--- src/logic/tsrb_defines.vh ---
// Purpose: Constants for the temperature monitor register bank
// Assumes: 8-bit register-select addressing
// Notes: Offsets are select values, not byte addresses
`ifndef TSRB_DEFINES_VH
`define TSRB_DEFINES_VH
// Read locations
`define TSRB_LOCAL_TEMP_MSB 8'h00
`define TSRB_REMOTE_TEMP_MSB 8'h01
`define TSRB_STATUS_FLAGS 8'h02
`define TSRB_CONFIG_RD 8'h03
`define TSRB_RATE_RD 8'h04
`define TSRB_LOCAL_UPPER_RD 8'h05
`define TSRB_LOCAL_LOWER_RD 8'h06
`define TSRB_REMOTE_UPPER_MSB_RD 8'h07
`define TSRB_REMOTE_LOWER_MSB_RD 8'h08
// Write-only aliases
`define TSRB_CONFIG_WR 8'h09
`define TSRB_RATE_WR 8'h0a
`define TSRB_LOCAL_UPPER_WR 8'h0b
`define TSRB_LOCAL_LOWER_WR 8'h0c
`define TSRB_REMOTE_UPPER_MSB_WR 8'h0d
`define TSRB_REMOTE_LOWER_MSB_WR 8'h0e
`define TSRB_SINGLE_CONV 8'h0f
// Shared locations; temperature LSBs and maker code are read-only
`define TSRB_REMOTE_TEMP_LSB 8'h10
`define TSRB_REMOTE_OFFSET_MSB 8'h11
`define TSRB_REMOTE_OFFSET_LSB 8'h12
`define TSRB_REMOTE_UPPER_LSB 8'h13
`define TSRB_REMOTE_LOWER_LSB 8'h14
`define TSRB_LOCAL_TEMP_LSB 8'h15
`define TSRB_REMOTE_CRIT 8'h19
`define TSRB_LOCAL_CRIT 8'h20
`define TSRB_CRIT_HYST 8'h21
`define TSRB_FAULT_COUNT 8'h22
`define TSRB_IDEALITY 8'h23
`define TSRB_FILTER 8'h24
`define TSRB_MAKER_CODE 8'hfe
// Reset values
`define TSRB_RST_ZERO 8'h00
`define TSRB_RST_RATE 8'h08
`define TSRB_RST_UPPER 8'h55
`define TSRB_RST_CRIT 8'h6e
`define TSRB_RST_HYST 8'h0a
`define TSRB_RST_FAULT 8'h01
// Arbitrary maker code value
`define TSRB_MAKER_VALUE 8'ha7
// Field masks
`define TSRB_CONFIG_MASK 8'he4
`define TSRB_RATE_MASK 8'h0f
`define TSRB_FAULT_MASK 8'h8e
`define TSRB_FAULT_FIXED 8'h01
`define TSRB_FILTER_MASK 8'h03
`define TSRB_NIBBLE_MASK 8'hf0
// Bus slave address, 7 bits
`define TSRB_SLAVE_ADDR 7'h4c
`endif

--- src/logic/tsrb_sync.v ---
// Purpose: Two-flop synchroniser for bus pins
// Assumes: Single clock CLK
// Notes: Output is the second flop only
`default_nettype none
module tsrb_sync (
    input wire clk,
    input wire reset_n,
    input wire d,
    output wire q
);
    reg s1_r;
    reg s2_r;
    // Pins idle high, so reset to one
    always @(posedge clk or negedge reset_n) begin
        if (!reset_n) begin
            s1_r <= 1'b1;
            s2_r <= 1'b1;
        end else begin
            s1_r <= d;
            s2_r <= s1_r;
        end
    end
    assign q = s2_r;
endmodule // tsrb_sync
`default_nettype wire

--- src/logic/tsrb_bank.v ---
// Purpose: Two-wire slave with pointer-addressed register bank
// Assumes: SCL slow against CLK; sampled with two flops
// Notes: Conversion results come in on a strobe from the measurement core
`default_nettype none
`include "tsrb_defines.vh"
module tsrb_bank (
    // Clock and reset
    input wire CLK,
    input wire RESET_N,
    // Two-wire pins, open drain
    input wire SCL_IN,
    input wire SDA_IN,
    output wire SDA_OUT,
    output wire SDA_OE,
    // Measurement core
    input wire CONV_DONE,
    input wire [11:0] LOCAL_RESULT,
    input wire [11:0] REMOTE_RESULT,
    input wire [7:0] STATUS_IN,
    output reg ONE_SHOT,
    // Settings to the measurement core
    output wire [7:0] CONFIG_OUT,
    output wire [3:0] RATE_OUT,
    output wire [7:0] LOCAL_UPPER_OUT,
    output wire [7:0] LOCAL_LOWER_OUT,
    output wire [11:0] REMOTE_UPPER_OUT,
    output wire [11:0] REMOTE_LOWER_OUT,
    output wire [11:0] REMOTE_OFFSET_OUT,
    output wire [7:0] REMOTE_CRIT_OUT,
    output wire [7:0] LOCAL_CRIT_OUT,
    output wire [7:0] HYST_OUT,
    output wire [7:0] FAULT_OUT,
    output wire [7:0] IDEALITY_OUT,
    output wire [1:0] FILTER_OUT
);
    // ************************************
    // Pin sampling
    // ************************************
    wire scl;
    wire sda;
    tsrb_sync u_scl (.clk(CLK), .reset_n(RESET_N), .d(SCL_IN), .q(scl));
    tsrb_sync u_sda (.clk(CLK), .reset_n(RESET_N), .d(SDA_IN), .q(sda));
    reg scl_d_r;
    reg sda_d_r;
    always @(posedge CLK or negedge RESET_N) begin
        if (!RESET_N) begin
            scl_d_r <= 1'b1;
            sda_d_r <= 1'b1;
        end else begin
            scl_d_r <= scl;
            sda_d_r <= sda;
        end
    end
    wire scl_rise = scl & ~scl_d_r;
    wire scl_fall = ~scl & scl_d_r;
    wire start_c = scl & scl_d_r & sda_d_r & ~sda;
    wire stop_c = scl & scl_d_r & ~sda_d_r & sda;
    // ************************************
    // Registers
    // ************************************
    reg [7:0] sel_r;
    reg [7:0] config_r;
    reg [7:0] rate_r;
    reg [7:0] lupper_r;
    reg [7:0] llower_r;
    reg [7:0] rupper_msb_r;
    reg [7:0] rlower_msb_r;
    reg [7:0] rupper_lsb_r;
    reg [7:0] rlower_lsb_r;
    reg [7:0] roff_msb_r;
    reg [7:0] roff_lsb_r;
    reg [7:0] rcrit_r;
    reg [7:0] lcrit_r;
    reg [7:0] hyst_r;
    reg [7:0] fault_r;
    reg [7:0] ideal_r;
    reg [7:0] filter_r;
    reg [7:0] lt_msb_r;
    reg [7:0] lt_lsb_r;
    reg [7:0] rt_msb_r;
    reg [7:0] rt_lsb_r;
    // Freeze state per result: bit1 upper frozen, bit0 lower frozen
    reg [1:0] lfrz_r;
    reg [1:0] rfrz_r;
    assign CONFIG_OUT = config_r;
    assign RATE_OUT = rate_r[3:0];
    assign LOCAL_UPPER_OUT = lupper_r;
    assign LOCAL_LOWER_OUT = llower_r;
    assign REMOTE_UPPER_OUT = {rupper_msb_r, rupper_lsb_r[7:4]};
    assign REMOTE_LOWER_OUT = {rlower_msb_r, rlower_lsb_r[7:4]};
    assign REMOTE_OFFSET_OUT = {roff_msb_r, roff_lsb_r[7:4]};
    assign REMOTE_CRIT_OUT = rcrit_r;
    assign LOCAL_CRIT_OUT = lcrit_r;
    assign HYST_OUT = hyst_r;
    assign FAULT_OUT = fault_r;
    assign IDEALITY_OUT = ideal_r;
    assign FILTER_OUT = filter_r[1:0];
    // ************************************
    // Read decode
    // ************************************
    function [7:0] rd_mux;
        input [7:0] a;
        begin
            if (a == `TSRB_LOCAL_TEMP_MSB) rd_mux = lt_msb_r;
            else if (a == `TSRB_REMOTE_TEMP_MSB) rd_mux = rt_msb_r;
            else if (a == `TSRB_STATUS_FLAGS) rd_mux = STATUS_IN;
            else if (a == `TSRB_CONFIG_RD) rd_mux = config_r;
            else if (a == `TSRB_RATE_RD) rd_mux = rate_r;
            else if (a == `TSRB_LOCAL_UPPER_RD) rd_mux = lupper_r;
            else if (a == `TSRB_LOCAL_LOWER_RD) rd_mux = llower_r;
            else if (a == `TSRB_REMOTE_UPPER_MSB_RD) rd_mux = rupper_msb_r;
            else if (a == `TSRB_REMOTE_LOWER_MSB_RD) rd_mux = rlower_msb_r;
            else if (a == `TSRB_REMOTE_TEMP_LSB) rd_mux = rt_lsb_r;
            else if (a == `TSRB_REMOTE_OFFSET_MSB) rd_mux = roff_msb_r;
            else if (a == `TSRB_REMOTE_OFFSET_LSB) rd_mux = roff_lsb_r;
            else if (a == `TSRB_REMOTE_UPPER_LSB) rd_mux = rupper_lsb_r;
            else if (a == `TSRB_REMOTE_LOWER_LSB) rd_mux = rlower_lsb_r;
            else if (a == `TSRB_LOCAL_TEMP_LSB) rd_mux = lt_lsb_r;
            else if (a == `TSRB_REMOTE_CRIT) rd_mux = rcrit_r;
            else if (a == `TSRB_LOCAL_CRIT) rd_mux = lcrit_r;
            else if (a == `TSRB_CRIT_HYST) rd_mux = hyst_r;
            else if (a == `TSRB_FAULT_COUNT) rd_mux = fault_r;
            else if (a == `TSRB_IDEALITY) rd_mux = ideal_r;
            else if (a == `TSRB_FILTER) rd_mux = filter_r;
            else if (a == `TSRB_MAKER_CODE) rd_mux = `TSRB_MAKER_VALUE;
            else rd_mux = `TSRB_RST_ZERO; // One-shot and unmapped
        end
    endfunction
    // ************************************
    // Bus state machine
    // ************************************
    localparam ST_IDLE = 3'd0;
    localparam ST_ADDR = 3'd1;
    localparam ST_AACK = 3'd2;
    localparam ST_WBYTE = 3'd3;
    localparam ST_WACK = 3'd4;
    localparam ST_RBYTE = 3'd5;
    localparam ST_RACK = 3'd6;
    reg [2:0] st_r;
    reg [3:0] cnt_r;
    reg [7:0] sh_r;
    reg first_r;
    reg drive_r;
    reg rd_done_r;
    assign SDA_OUT = 1'b0;
    assign SDA_OE = drive_r;
    // Byte in hand at the eighth rising edge
    wire [7:0] byte_in = {sh_r[6:0], sda};
    wire wr_strobe = (st_r == ST_WBYTE) && scl_rise && (cnt_r == 4'd7);
    wire [7:0] rd_byte = rd_mux(sel_r);
    always @(posedge CLK or negedge RESET_N) begin
        if (!RESET_N) begin
            st_r <= ST_IDLE;
            cnt_r <= 4'd0;
            sh_r <= 8'h00;
            first_r <= 1'b0;
            drive_r <= 1'b0;
            rd_done_r <= 1'b0;
            sel_r <= `TSRB_RST_ZERO;
        end else begin
            rd_done_r <= 1'b0;
            if (start_c) begin
                st_r <= ST_ADDR;
                cnt_r <= 4'd0;
                drive_r <= 1'b0;
            end else if (stop_c) begin
                st_r <= ST_IDLE;
                drive_r <= 1'b0;
            end else begin
                case (st_r)
                    ST_ADDR: begin
                        if (scl_rise) begin
                            sh_r <= byte_in;
                            cnt_r <= cnt_r + 4'd1;
                        end
                        if (scl_fall && cnt_r == 4'd8) begin
                            if (sh_r[7:1] == `TSRB_SLAVE_ADDR) begin
                                drive_r <= 1'b1;
                                st_r <= ST_AACK;
                            end else begin
                                st_r <= ST_IDLE;
                            end
                        end
                    end
                    ST_AACK: begin
                        if (scl_fall) begin
                            cnt_r <= 4'd0;
                            if (sh_r[0]) begin
                                st_r <= ST_RBYTE;
                                sh_r <= rd_byte;
                                drive_r <= ~rd_byte[7];
                                rd_done_r <= 1'b1;
                            end else begin
                                st_r <= ST_WBYTE;
                                first_r <= 1'b1;
                                drive_r <= 1'b0;
                            end
                        end
                    end
                    ST_WBYTE: begin
                        if (scl_rise) begin
                            sh_r <= byte_in;
                            cnt_r <= cnt_r + 4'd1;
                        end
                        if (wr_strobe && first_r) sel_r <= byte_in;
                        if (scl_fall && cnt_r == 4'd8) begin
                            drive_r <= 1'b1;
                            st_r <= ST_WACK;
                        end
                    end
                    ST_WACK: begin
                        if (scl_fall) begin
                            drive_r <= 1'b0;
                            first_r <= 1'b0;
                            cnt_r <= 4'd0;
                            st_r <= ST_WBYTE;
                        end
                    end
                    ST_RBYTE: begin
                        if (scl_fall) begin
                            if (cnt_r == 4'd7) begin
                                drive_r <= 1'b0;
                                st_r <= ST_RACK;
                            end else begin
                                sh_r <= {sh_r[6:0], 1'b0};
                                drive_r <= ~sh_r[6];
                            end
                            cnt_r <= cnt_r + 4'd1;
                        end
                    end
                    ST_RACK: begin
                        // Master ack asks for the same register again
                        if (scl_rise && sda) begin
                            st_r <= ST_IDLE;
                        end else if (scl_fall) begin
                            cnt_r <= 4'd0;
                            sh_r <= rd_byte;
                            drive_r <= ~rd_byte[7];
                            rd_done_r <= 1'b1;
                            st_r <= ST_RBYTE;
                        end
                    end
                    default: begin
                        st_r <= ST_IDLE;
                    end
                endcase
            end
        end
    end

    // ************************************
    // Register writes and one-shot
    // ************************************
    wire data_wr = wr_strobe && !first_r;
    always @(posedge CLK or negedge RESET_N) begin
        if (!RESET_N) begin
            config_r <= `TSRB_RST_ZERO;
            rate_r <= `TSRB_RST_RATE;
            lupper_r <= `TSRB_RST_UPPER;
            llower_r <= `TSRB_RST_ZERO;
            rupper_msb_r <= `TSRB_RST_UPPER;
            rlower_msb_r <= `TSRB_RST_ZERO;
            rupper_lsb_r <= `TSRB_RST_ZERO;
            rlower_lsb_r <= `TSRB_RST_ZERO;
            roff_msb_r <= `TSRB_RST_ZERO;
            roff_lsb_r <= `TSRB_RST_ZERO;
            rcrit_r <= `TSRB_RST_CRIT;
            lcrit_r <= `TSRB_RST_CRIT;
            hyst_r <= `TSRB_RST_HYST;
            fault_r <= `TSRB_RST_FAULT;
            ideal_r <= `TSRB_RST_ZERO;
            filter_r <= `TSRB_RST_ZERO;
            ONE_SHOT <= 1'b0;
        end else begin
            ONE_SHOT <= 1'b0;
            if (data_wr) begin
                // Read-only and unmapped select values fall through
                if (sel_r == `TSRB_CONFIG_WR) config_r <= byte_in & `TSRB_CONFIG_MASK;
                else if (sel_r == `TSRB_RATE_WR) rate_r <= byte_in & `TSRB_RATE_MASK;
                else if (sel_r == `TSRB_LOCAL_UPPER_WR) lupper_r <= byte_in;
                else if (sel_r == `TSRB_LOCAL_LOWER_WR) llower_r <= byte_in;
                else if (sel_r == `TSRB_REMOTE_UPPER_MSB_WR) rupper_msb_r <= byte_in;
                else if (sel_r == `TSRB_REMOTE_LOWER_MSB_WR) rlower_msb_r <= byte_in;
                else if (sel_r == `TSRB_SINGLE_CONV) ONE_SHOT <= 1'b1;
                else if (sel_r == `TSRB_REMOTE_OFFSET_MSB) roff_msb_r <= byte_in;
                else if (sel_r == `TSRB_REMOTE_OFFSET_LSB)
                    roff_lsb_r <= byte_in & `TSRB_NIBBLE_MASK;
                else if (sel_r == `TSRB_REMOTE_UPPER_LSB)
                    rupper_lsb_r <= byte_in & `TSRB_NIBBLE_MASK;
                else if (sel_r == `TSRB_REMOTE_LOWER_LSB)
                    rlower_lsb_r <= byte_in & `TSRB_NIBBLE_MASK;
                else if (sel_r == `TSRB_REMOTE_CRIT) rcrit_r <= byte_in;
                else if (sel_r == `TSRB_LOCAL_CRIT) lcrit_r <= byte_in;
                else if (sel_r == `TSRB_CRIT_HYST) hyst_r <= byte_in;
                else if (sel_r == `TSRB_FAULT_COUNT)
                    fault_r <= (byte_in & `TSRB_FAULT_MASK) | `TSRB_FAULT_FIXED;
                else if (sel_r == `TSRB_IDEALITY) ideal_r <= byte_in;
                else if (sel_r == `TSRB_FILTER) filter_r <= byte_in & `TSRB_FILTER_MASK;
            end
        end
    end

    // ************************************
    // Result capture with read coherency
    // ************************************
    // Freeze follows each loaded read byte
    wire rd_lt_msb = rd_done_r && sel_r == `TSRB_LOCAL_TEMP_MSB;
    wire rd_lt_lsb = rd_done_r && sel_r == `TSRB_LOCAL_TEMP_LSB;
    wire rd_rt_msb = rd_done_r && sel_r == `TSRB_REMOTE_TEMP_MSB;
    wire rd_rt_lsb = rd_done_r && sel_r == `TSRB_REMOTE_TEMP_LSB;
    // Next freeze state for one result; other-register read clears
    function [1:0] frz_next;
        input [1:0] cur;
        input rd_any;
        input rd_msb;
        input rd_lsb;
        begin
            if (rd_msb) frz_next = cur[1] ? 2'b00 : 2'b01;
            else if (rd_lsb) frz_next = cur[0] ? 2'b00 : 2'b10;
            else if (rd_any) frz_next = 2'b00;
            else frz_next = cur;
        end
    endfunction
    always @(posedge CLK or negedge RESET_N) begin
        if (!RESET_N) begin
            lt_msb_r <= `TSRB_RST_ZERO;
            lt_lsb_r <= `TSRB_RST_ZERO;
            rt_msb_r <= `TSRB_RST_ZERO;
            rt_lsb_r <= `TSRB_RST_ZERO;
            lfrz_r <= 2'b00;
            rfrz_r <= 2'b00;
        end else begin
            lfrz_r <= frz_next(lfrz_r, rd_done_r, rd_lt_msb, rd_lt_lsb);
            rfrz_r <= frz_next(rfrz_r, rd_done_r, rd_rt_msb, rd_rt_lsb);
            // Frozen halves skip the update so both halves share one conversion
            if (CONV_DONE) begin
                if (!lfrz_r[1]) lt_msb_r <= LOCAL_RESULT[11:4];
                if (!lfrz_r[0]) lt_lsb_r <= {LOCAL_RESULT[3:0], 4'h0};
                if (!rfrz_r[1]) rt_msb_r <= REMOTE_RESULT[11:4];
                if (!rfrz_r[0]) rt_lsb_r <= {REMOTE_RESULT[3:0], 4'h0};
            end
        end
    end
endmodule // tsrb_bank
`default_nettype wire

--- config.mk ---
export PLATFORM = sky130hd
export DESIGN_NAME = tsrb_bank
export DESIGN_NICKNAME = d
export VERILOG_FILES = /design/src/logic/tsrb_sync.v /design/src/logic/tsrb_bank.v
export VERILOG_INCLUDE_DIRS = /design/src /design/src/logic
export SDC_FILE = /design/constraint.sdc
export NUM_CORES = 1
export LEC_CHECK = 0
export ABC_AREA = 1
export BUFFER_PORTS_ARGS = -buffer_cell sky130_fd_sc_hd__buf_2
export CAP_MARGIN = 30
export CORE_MARGIN = 1
export CORE_UTILIZATION = 45
export DETAILED_ROUTE_END_ITERATION = 8
export PLACE_DENSITY = 0.67
export SYNTH_ARGS = -nofsm -noshare
export SYNTH_HDL_FRONTEND = slang
export SYNTH_SLANG_ARGS = --single-unit
--- constraint.sdc ---
create_clock -name CLK -period 5.3 [get_ports CLK]
set_clock_uncertainty 0.1 [all_clocks]
set_input_delay 0.53 -clock CLK [delete_from_list [all_inputs] [get_ports CLK]]
set_output_delay 0.53 -clock CLK [all_outputs]
set_load 0.005 [all_outputs]
==> impl_metrics.env, run 1 <==
export IMPL_outcome="complete, no violations"
export IMPL_sw_frac_of_total_pct=22.23
export IMPL_rows=47
export IMPL_dp_cells=1257
export IMPL_tightest_slew_ns=0.7796
export IMPL_max_freq_mhz=369.8
export IMPL_antenna_found_initial=0
export IMPL_worstPathMaxFanout=16
export IMPL_first_pass_iters=5
export IMPL_worstSetupPathType="reg -> reg"
export IMPL_slowest_delay_ns=0.44
export IMPL_synthDistinctLibCells=41
export IMPL_syn_area_per_cell_sq_um=8.407
export IMPL_p_per_area_mw_per_mm2=304.0
export IMPL_yosysMostFrequentCell="nand2_1"
export IMPL_cts_tree="done"
export IMPL_synth_xor_area_share_pct=0
export IMPL_die_x_um=133.0
export IMPL_grt_pass1_wl_mm=35.89
export IMPL_instances_no_fill=1289
export IMPL_yosys_top_cells_area="dfrtp_1 (43%), nand2_1 (12%), dfstp_2 (9.2%)"
export IMPL_dieArea_sq_mm=0.01770
export IMPL_clockRootBuffer="clkbuf_16"
export IMPL_setup_slack_ns=2.596
export IMPL_p_int_uw=2188
export IMPL_die_h_um=133.0
export IMPL_power_switching_uw=625.7
export IMPL_worstPathCellList="ha_1 > inv_1 > nor3_2 > inv_1 > nor3_2 > inv_2 > nor2_8 > inv_2 > nor2_2 > o2111ai_2 > nand2_1 > o21ai_1"
export IMPL_cts_buffers=17
export IMPL_final_nets=1095
export IMPL_synth_compound_area_share_pct=13.96
export IMPL_ys_top_cells_by_count="nand2_1 (245), dfrtp_1 (132), o21ai_0 (121), inv_1 (65), nor2_1 (54)"
export IMPL_grt_overflow_total=0
export IMPL_synth_seq_cells=159
export IMPL_place_hpwl_mm=16.87
export IMPL_drt_iter0_drc=694
export IMPL_post_cts_resized=0
export IMPL_synth_simple_area_share_pct=23.95
export IMPL_clkPwrFrac_pct=49.2
export IMPL_synthFlopType="dfrtp_1"
export IMPL_drive_above_1_share_pct=26.85
export IMPL_fin_tns_setup_ns=0
export IMPL_antennaDiodeCount=0
export IMPL_async_reset_ff_share_pct=100.0
export IMPL_drc=0
export IMPL_finalCritPeriodShare_pct=51.02
export IMPL_grt_usage_pct=27.00
export IMPL_portBuffers=136
export IMPL_synthMuxAreaShare_pct=3.628
export IMPL_synth_top_area_cell="dfrtp_1"
export IMPL_synthAdderAreaFrac_pct=0.3239
export IMPL_critPathLaunchType="register"
export IMPL_maxCapViolCount=0
export IMPL_cts_max_path_buffers=2
export IMPL_synth_top_cell_area_share_pct=42.75
export IMPL_wire_per_inst_um=17.77
export IMPL_synth_top_family_by_area="simple AND/OR/NAND/NOR gates"
export IMPL_seqPwrFrac_pct=45.5
export IMPL_endpoint_kind="register"
export IMPL_grt_pass1_vias=6489
export IMPL_ys_warn_count=0
export IMPL_syn_to_final_growth_pct=19.81
export IMPL_rsz0062_at_grt="false"
export IMPL_insertion_delay_ns=0.44
export IMPL_htree_levels=4
export IMPL_syn_area_sq_mm=0.007726
export IMPL_place_ws_ns=2.645
export IMPL_path_clk_slew_ns=0.07
export IMPL_cts_sinks=159
export IMPL_totalWireLength_mm=22.91
export IMPL_hold_buffers=0
export IMPL_finalHoldViolCount=0
export IMPL_syn_inst=919
export IMPL_slowest_stage="o2111ai_2"
export IMPL_initial_core_util_pct=46.26
export IMPL_combPwrFrac_pct=5.3
export IMPL_vias=6900
export IMPL_min_path_type="in -> async"
export IMPL_io_pins=146
export IMPL_required_ns=5.49
export IMPL_ir_drop_v=0.0002383
export IMPL_p_leak_uw=0.004513
export IMPL_synth_edff_count=0
export IMPL_cp_data_arrival_time_ns=2.90
export IMPL_slew_viol_final=0
export IMPL_finalCriticalPeriod_ns=2.704
export IMPL_fillers=1597
export IMPL_coreArea_sq_mm=0.01670
export IMPL_grt_max_degree=75
export IMPL_cts_setup_buffers=0
export IMPL_ant_nets=0
export IMPL_ys_seq_area_share_pct=51.94
export IMPL_slew_headroom_pct=47.83
export IMPL_place_congestion=0.8870
export IMPL_vias_per_cell=5.353
export IMPL_setup_violations=0
state kept, by name (all words and copies together) (netlist names), 8 cells and up:
name             cells
sh_r                 8
lt_msb_r             8
LOCAL_CRIT_OUT       8
IDEALITY_OUT         8
rt_msb_r             8
LOCAL_LOWER_OUT      8
rlower_msb_r         8
HYST_OUT             8
LOCAL_UPPER_OUT      8
REMOTE_CRIT_OUT      8
roff_msb_r           8
rupper_msb_r         8
sel_r                8
final timing paths:
path,startpoint,cells after the start,slack (ns),end
max,cnt_r[0],12,2.60,roff_msb_r[6]
min,RESET_N,1,0.02,HYST_OUT[7]
max reg2reg,cnt_r[0],12,2.60,roff_msb_r[6]
min reg2reg,u_scl.s1_r,0,0.26,u_scl.q
max in group asynchronous,RESET_N,2,3.99,IDEALITY_OUT[7]
min in group CLK,SCL_IN,1,0.08,u_scl.s1_r
area by class of cell:
class,instances,area (sq um),area share (%)
tap,220,275.3,2.974
inverter,89,334.1,3.609
clock inverter,9,176.4,1.906
timing repair buffer,138,701.9,7.583
sequential,159,4013,43.35
multi-input combinational,651,3268,35.31
clock buffer,23,488.0,5.272
critical path, delay by kind of cell, from the launching register on:
family	cells	cell delay, ns
compound gates	2	0.52
fa+ha+maj	1	0.17
buf+inv	4	0.34
flops	1	0.37
simple gates	5	1.05
cells by family (layout without fill, tap and decap cells):
kind of cell,after synthesis,in the layout
AOI/OAI and AO/OA,203,203
adders and majority gates,2,2
buffers and inverters,116,259
DFF,159,159
muxes,25,25
other,2,9
and+or+nand+nor,412,412
power groups by stage:
stage | registers, uW | clock network, uW | logic [uW]
2_1_floorplan | 1290 | 0 | 84.0
3_3_place_gp | 1300 | 0 | 148
3_5_place_dp | 1300 | 0 | 150
4_1_cts | 1280 | 1390 | 151
5_1_grt | 1280 | 1440 | 169
6_report | 1280 | 1380 | 148
metrics by stage:
stage / cell area [sq um] / hold WS (ns) / power, uW / util, %
final: 9256 / 0.01634 / 2814 / 55.42
after floorplan: 7752 / 0.1344 / 1376 / -
after global placement: 8592 / 0.2475 / 1450 / 51.45
after detailed placement: 8592 / 0.2478 / 1453 / 51.45
after global routing: 9256 / 0.06213 / 2890 / 55.42
after CTS: 9256 / 0.04074 / 2826 / 55.42
routing by layer:
layer / part of all wire (%) / global-route usage [%] / routed length, um
met1: 45 / 37.08 / 10340
met2: 48 / 43.51 / 10920
met3: 5.7 / 4.866 / 1299
met4: 1.5 / 8.110 / 353
met5: 0 / 0 / 0
cells in the final DEF, fill, tap and decap left out, types with 2 or more instances in the layout:
master,count
a21oi_1,47
buf_2,135
buf_4,2
bufinv_16,5
clkbuf_1,2
clkbuf_16,17
clkbuf_8,4
clkinv_2,2
conb_1,9
dfrtp_1,132
dfstp_2,27
ha_1,2
inv_1,65
inv_2,24
mux2_2,24
nand2_1,245
nand2_2,7
nand3_1,47
nand3_2,2
nand4_1,12
nor2_1,54
nor2_2,14
nor2_4,7
nor2_8,2
nor3_1,10
nor3_2,3
o211ai_1,3
o21ai_0,121
o21ai_1,16
o221ai_1,2
o22ai_1,5
o31ai_1,2
or2_0,2
or2_2,4
(Power assumes the default switching activity.)
==> run 2, diff against run 1 <==
Clock period 5.3 ns to 2.7 ns, I/O delays scaled along.
==> run 2 against run 1 <==
Against the previous run: largest cell class unchanged; combinational power is 120% higher; register-to-register slack lost 2.4 ns; design area increased by 5.0%; sequential share of layout area shrank 2.1 points; critical path type unchanged; critical endpoint is now SDA_OE; worst setup slack got worse by 2.4 ns; first-iteration DRC count fell by 32%.
==> impl_metrics.env, run 2 (same netlist as run 1, synthesis figures left out) <==
export IMPL_outcome="complete, no violations"
export IMPL_slew_viol_final=0
export IMPL_mostFrequentLayoutCells="nand2_1 (243), buf_2 (135), dfrtp_1 (132), o21ai_0 (120), inv_1 (65)"
export IMPL_drt_iter0_drc=470
export IMPL_totalWireLength_mm=23.06
export IMPL_cts_sinks=159
export IMPL_seqPwrFrac_pct=49.1
export IMPL_r2r_setup_slack_ns=0.18
export IMPL_final_nets=1152
export IMPL_min_path_type="in -> reg"
export IMPL_mostFrequentLayoutCell="nand2_1"
export IMPL_portBuffers=136
export IMPL_grt_pass1_wl_mm=36.63
export IMPL_place_congestion=0.9318
export IMPL_path_clk_slew_ns=0.06
export IMPL_worstPathMaxFanout=4
export IMPL_syn_to_final_growth_pct=25.85
export IMPL_vias_per_cell=5.279
export IMPL_worstSetupPathType="reg -> reg"
export IMPL_slew_headroom_pct=50.78
export IMPL_die_h_um=133.0
export IMPL_p_int_uw=3880
export IMPL_place_ws_ns=0.1174
export IMPL_cts_max_path_buffers=2
export IMPL_slowest_stage="dfrtp_1"
export IMPL_fin_tns_setup_ns=0
export IMPL_setup_violations=0
export IMPL_antennaDiodeCount=0
export IMPL_grt_pass1_vias=6753
export IMPL_initial_core_util_pct=46.26
export IMPL_path_buf_inv=3
export IMPL_place_hpwl_mm=16.86
export IMPL_wire_per_inst_um=17.13
export IMPL_clkPwrFrac_pct=44.5
export IMPL_cp_data_arrival_time_ns=2.79
export IMPL_slowest_delay_ns=0.38
export IMPL_combPwrFrac_pct=6.4
export IMPL_htree_levels=4
export IMPL_die_x_um=133.0
export IMPL_grtUsageMet1_pct=35.93
export IMPL_io_pins=146
export IMPL_first_pass_iters=5
export IMPL_whs_ns=0.1238
export IMPL_fillers=1559
export IMPL_cts_setup_buffers=0
export IMPL_rows=47
export IMPL_critPathLaunchType="register"
export IMPL_clockRootBuffer="clkbuf_16"
export IMPL_power_switching_uw=1235
export IMPL_grt_use_met2_pct=44.74
export IMPL_rsz0062_at_grt="true"
export IMPL_cts_buffers=17
export IMPL_ir_drop_v=0.0004605
export IMPL_p_per_area_mw_per_mm2=526.0
export IMPL_grt_overflow_total=0
export IMPL_drc=0
export IMPL_ant_nets=0
export IMPL_antenna_found_initial=0
export IMPL_vias=7105
export IMPL_instances_no_fill=1346
export IMPL_coreArea_sq_mm=0.01670
export IMPL_grt_max_degree=60
export IMPL_worstPathCellList="buf_4 > inv_2 > nand2_1 > nor2_2 > buf_4 > nand3_1 > nand2_1 > nand3_1 > nand2_1 > nand3_1 > nand2_1 > nand3_1 > nand2_1 > nand4_1 > nand2_1 > nand4_1 > nand2_1 > nand2_1 > nand2_1 > nand2_1 > nand2_1"
export IMPL_cts_tree="done"
export IMPL_dp_cells=1286
export IMPL_grt_usage_pct=27.19
export IMPL_crit_top_cell="nand2_1"
export IMPL_finalCriticalPeriod_ns=2.522
export IMPL_drive_above_1_share_pct=28.69
export IMPL_endpoint_kind="register"
export IMPL_max_freq_mhz=396.5
export IMPL_finalCritPeriodShare_pct=93.42
export IMPL_maxCapViolCount=0
export IMPL_critPathTopFamily="simple AND/OR/NAND/NOR gates"
export IMPL_p_leak_uw=0.004725
export IMPL_grt_busiest_layer="met2"
export IMPL_finalHoldViolCount=0
export IMPL_required_ns=2.97
export IMPL_tightest_slew_ns=0.7374
export IMPL_setup_slack_ns=0.1777
export IMPL_insertion_delay_ns=0.43
export IMPL_dieArea_sq_mm=0.01770
export IMPL_sw_frac_of_total_pct=24.15
export IMPL_use_met3_pct=5.977
[run 2: cell types whose count changed in the layout (fill, tap and decap cells not counted), moves of 3 or more]
cell / previous run / this run
bufinv_16: 5 / 1
nor2_1: 54 / 51
clkbuf_8: 4 / 1
dlygate4sd3_1: 0 / 27
buf_4: 2 / 29
clkinvlp_4: 1 / 5
[run 2: path summary, 6_finish.rpt]
check,cells past startpoint,to,startpoint
max,21,SDA_OE,sel_r[3]
min,5,sh_r[4],STATUS_IN[4]
max reg2reg,21,SDA_OE,sel_r[3]
min reg2reg,0,u_scl.q,u_scl.s1_r
max in group asynchronous,3,scl_d_r,RESET_N
min in group asynchronous,2,HYST_OUT[2],RESET_N
[run 2: worst min-delay path, delay by kind of cell]
kind                   cells  cell delay [ns]
AOI/OAI and AO/OA          1             0.05
and+or+nand+nor            3             0.19
buffers and inverters      1             0.10
[run 2: layer usage]
layer	wire [um]	up-vias	share of wire, %
met5	0	-	0
met4	388	0	1.7
met3	1563	33	6.8
met2	11160	271	48
met1	9952	3371	43
li1	-	3430	-
[run 2: stage by stage]
stage                     util [%]  cell area, sq um  power (uW)
after floorplan                  -              7752        2702
final                        58.22              9723        5115
after global routing         58.22              9723        5310
after detailed placement     52.90              8835        2855
after global placement       52.90              8835        2851
after CTS                    57.85              9662        5151
[run 2: power groups by stage]
stage               clock network (uW)  registers, uW  logic (uW)
floorplan                            0           2540         165
detailed placement                   0           2550         301
CTS                               2310           2510         331
global route                      2420           2520         373
global placement                     0           2550         298
finish                            2270           2510         327
[run 2: layout make-up]
cell class / instances / area (sq um) / area share (%)
Tap cell: 220 / 275.3 / 2.831
Multi-Input combinational cell: 652 / 3329 / 34.24
Sequential cell: 159 / 4013 / 41.27
Inverter: 89 / 334.1 / 3.436
Clock buffer: 19 / 442.9 / 4.555
Clock inverter: 13 / 113.9 / 1.171
Timing Repair Buffer: 194 / 1215 / 12.50
[run 2: what timing repair did]
action	4_1_cts	5_1_grt
setup endpoints to repair	0	19
hold buffers	27	0
gates resized for setup	0	11
hold endpoints to repair	66	0
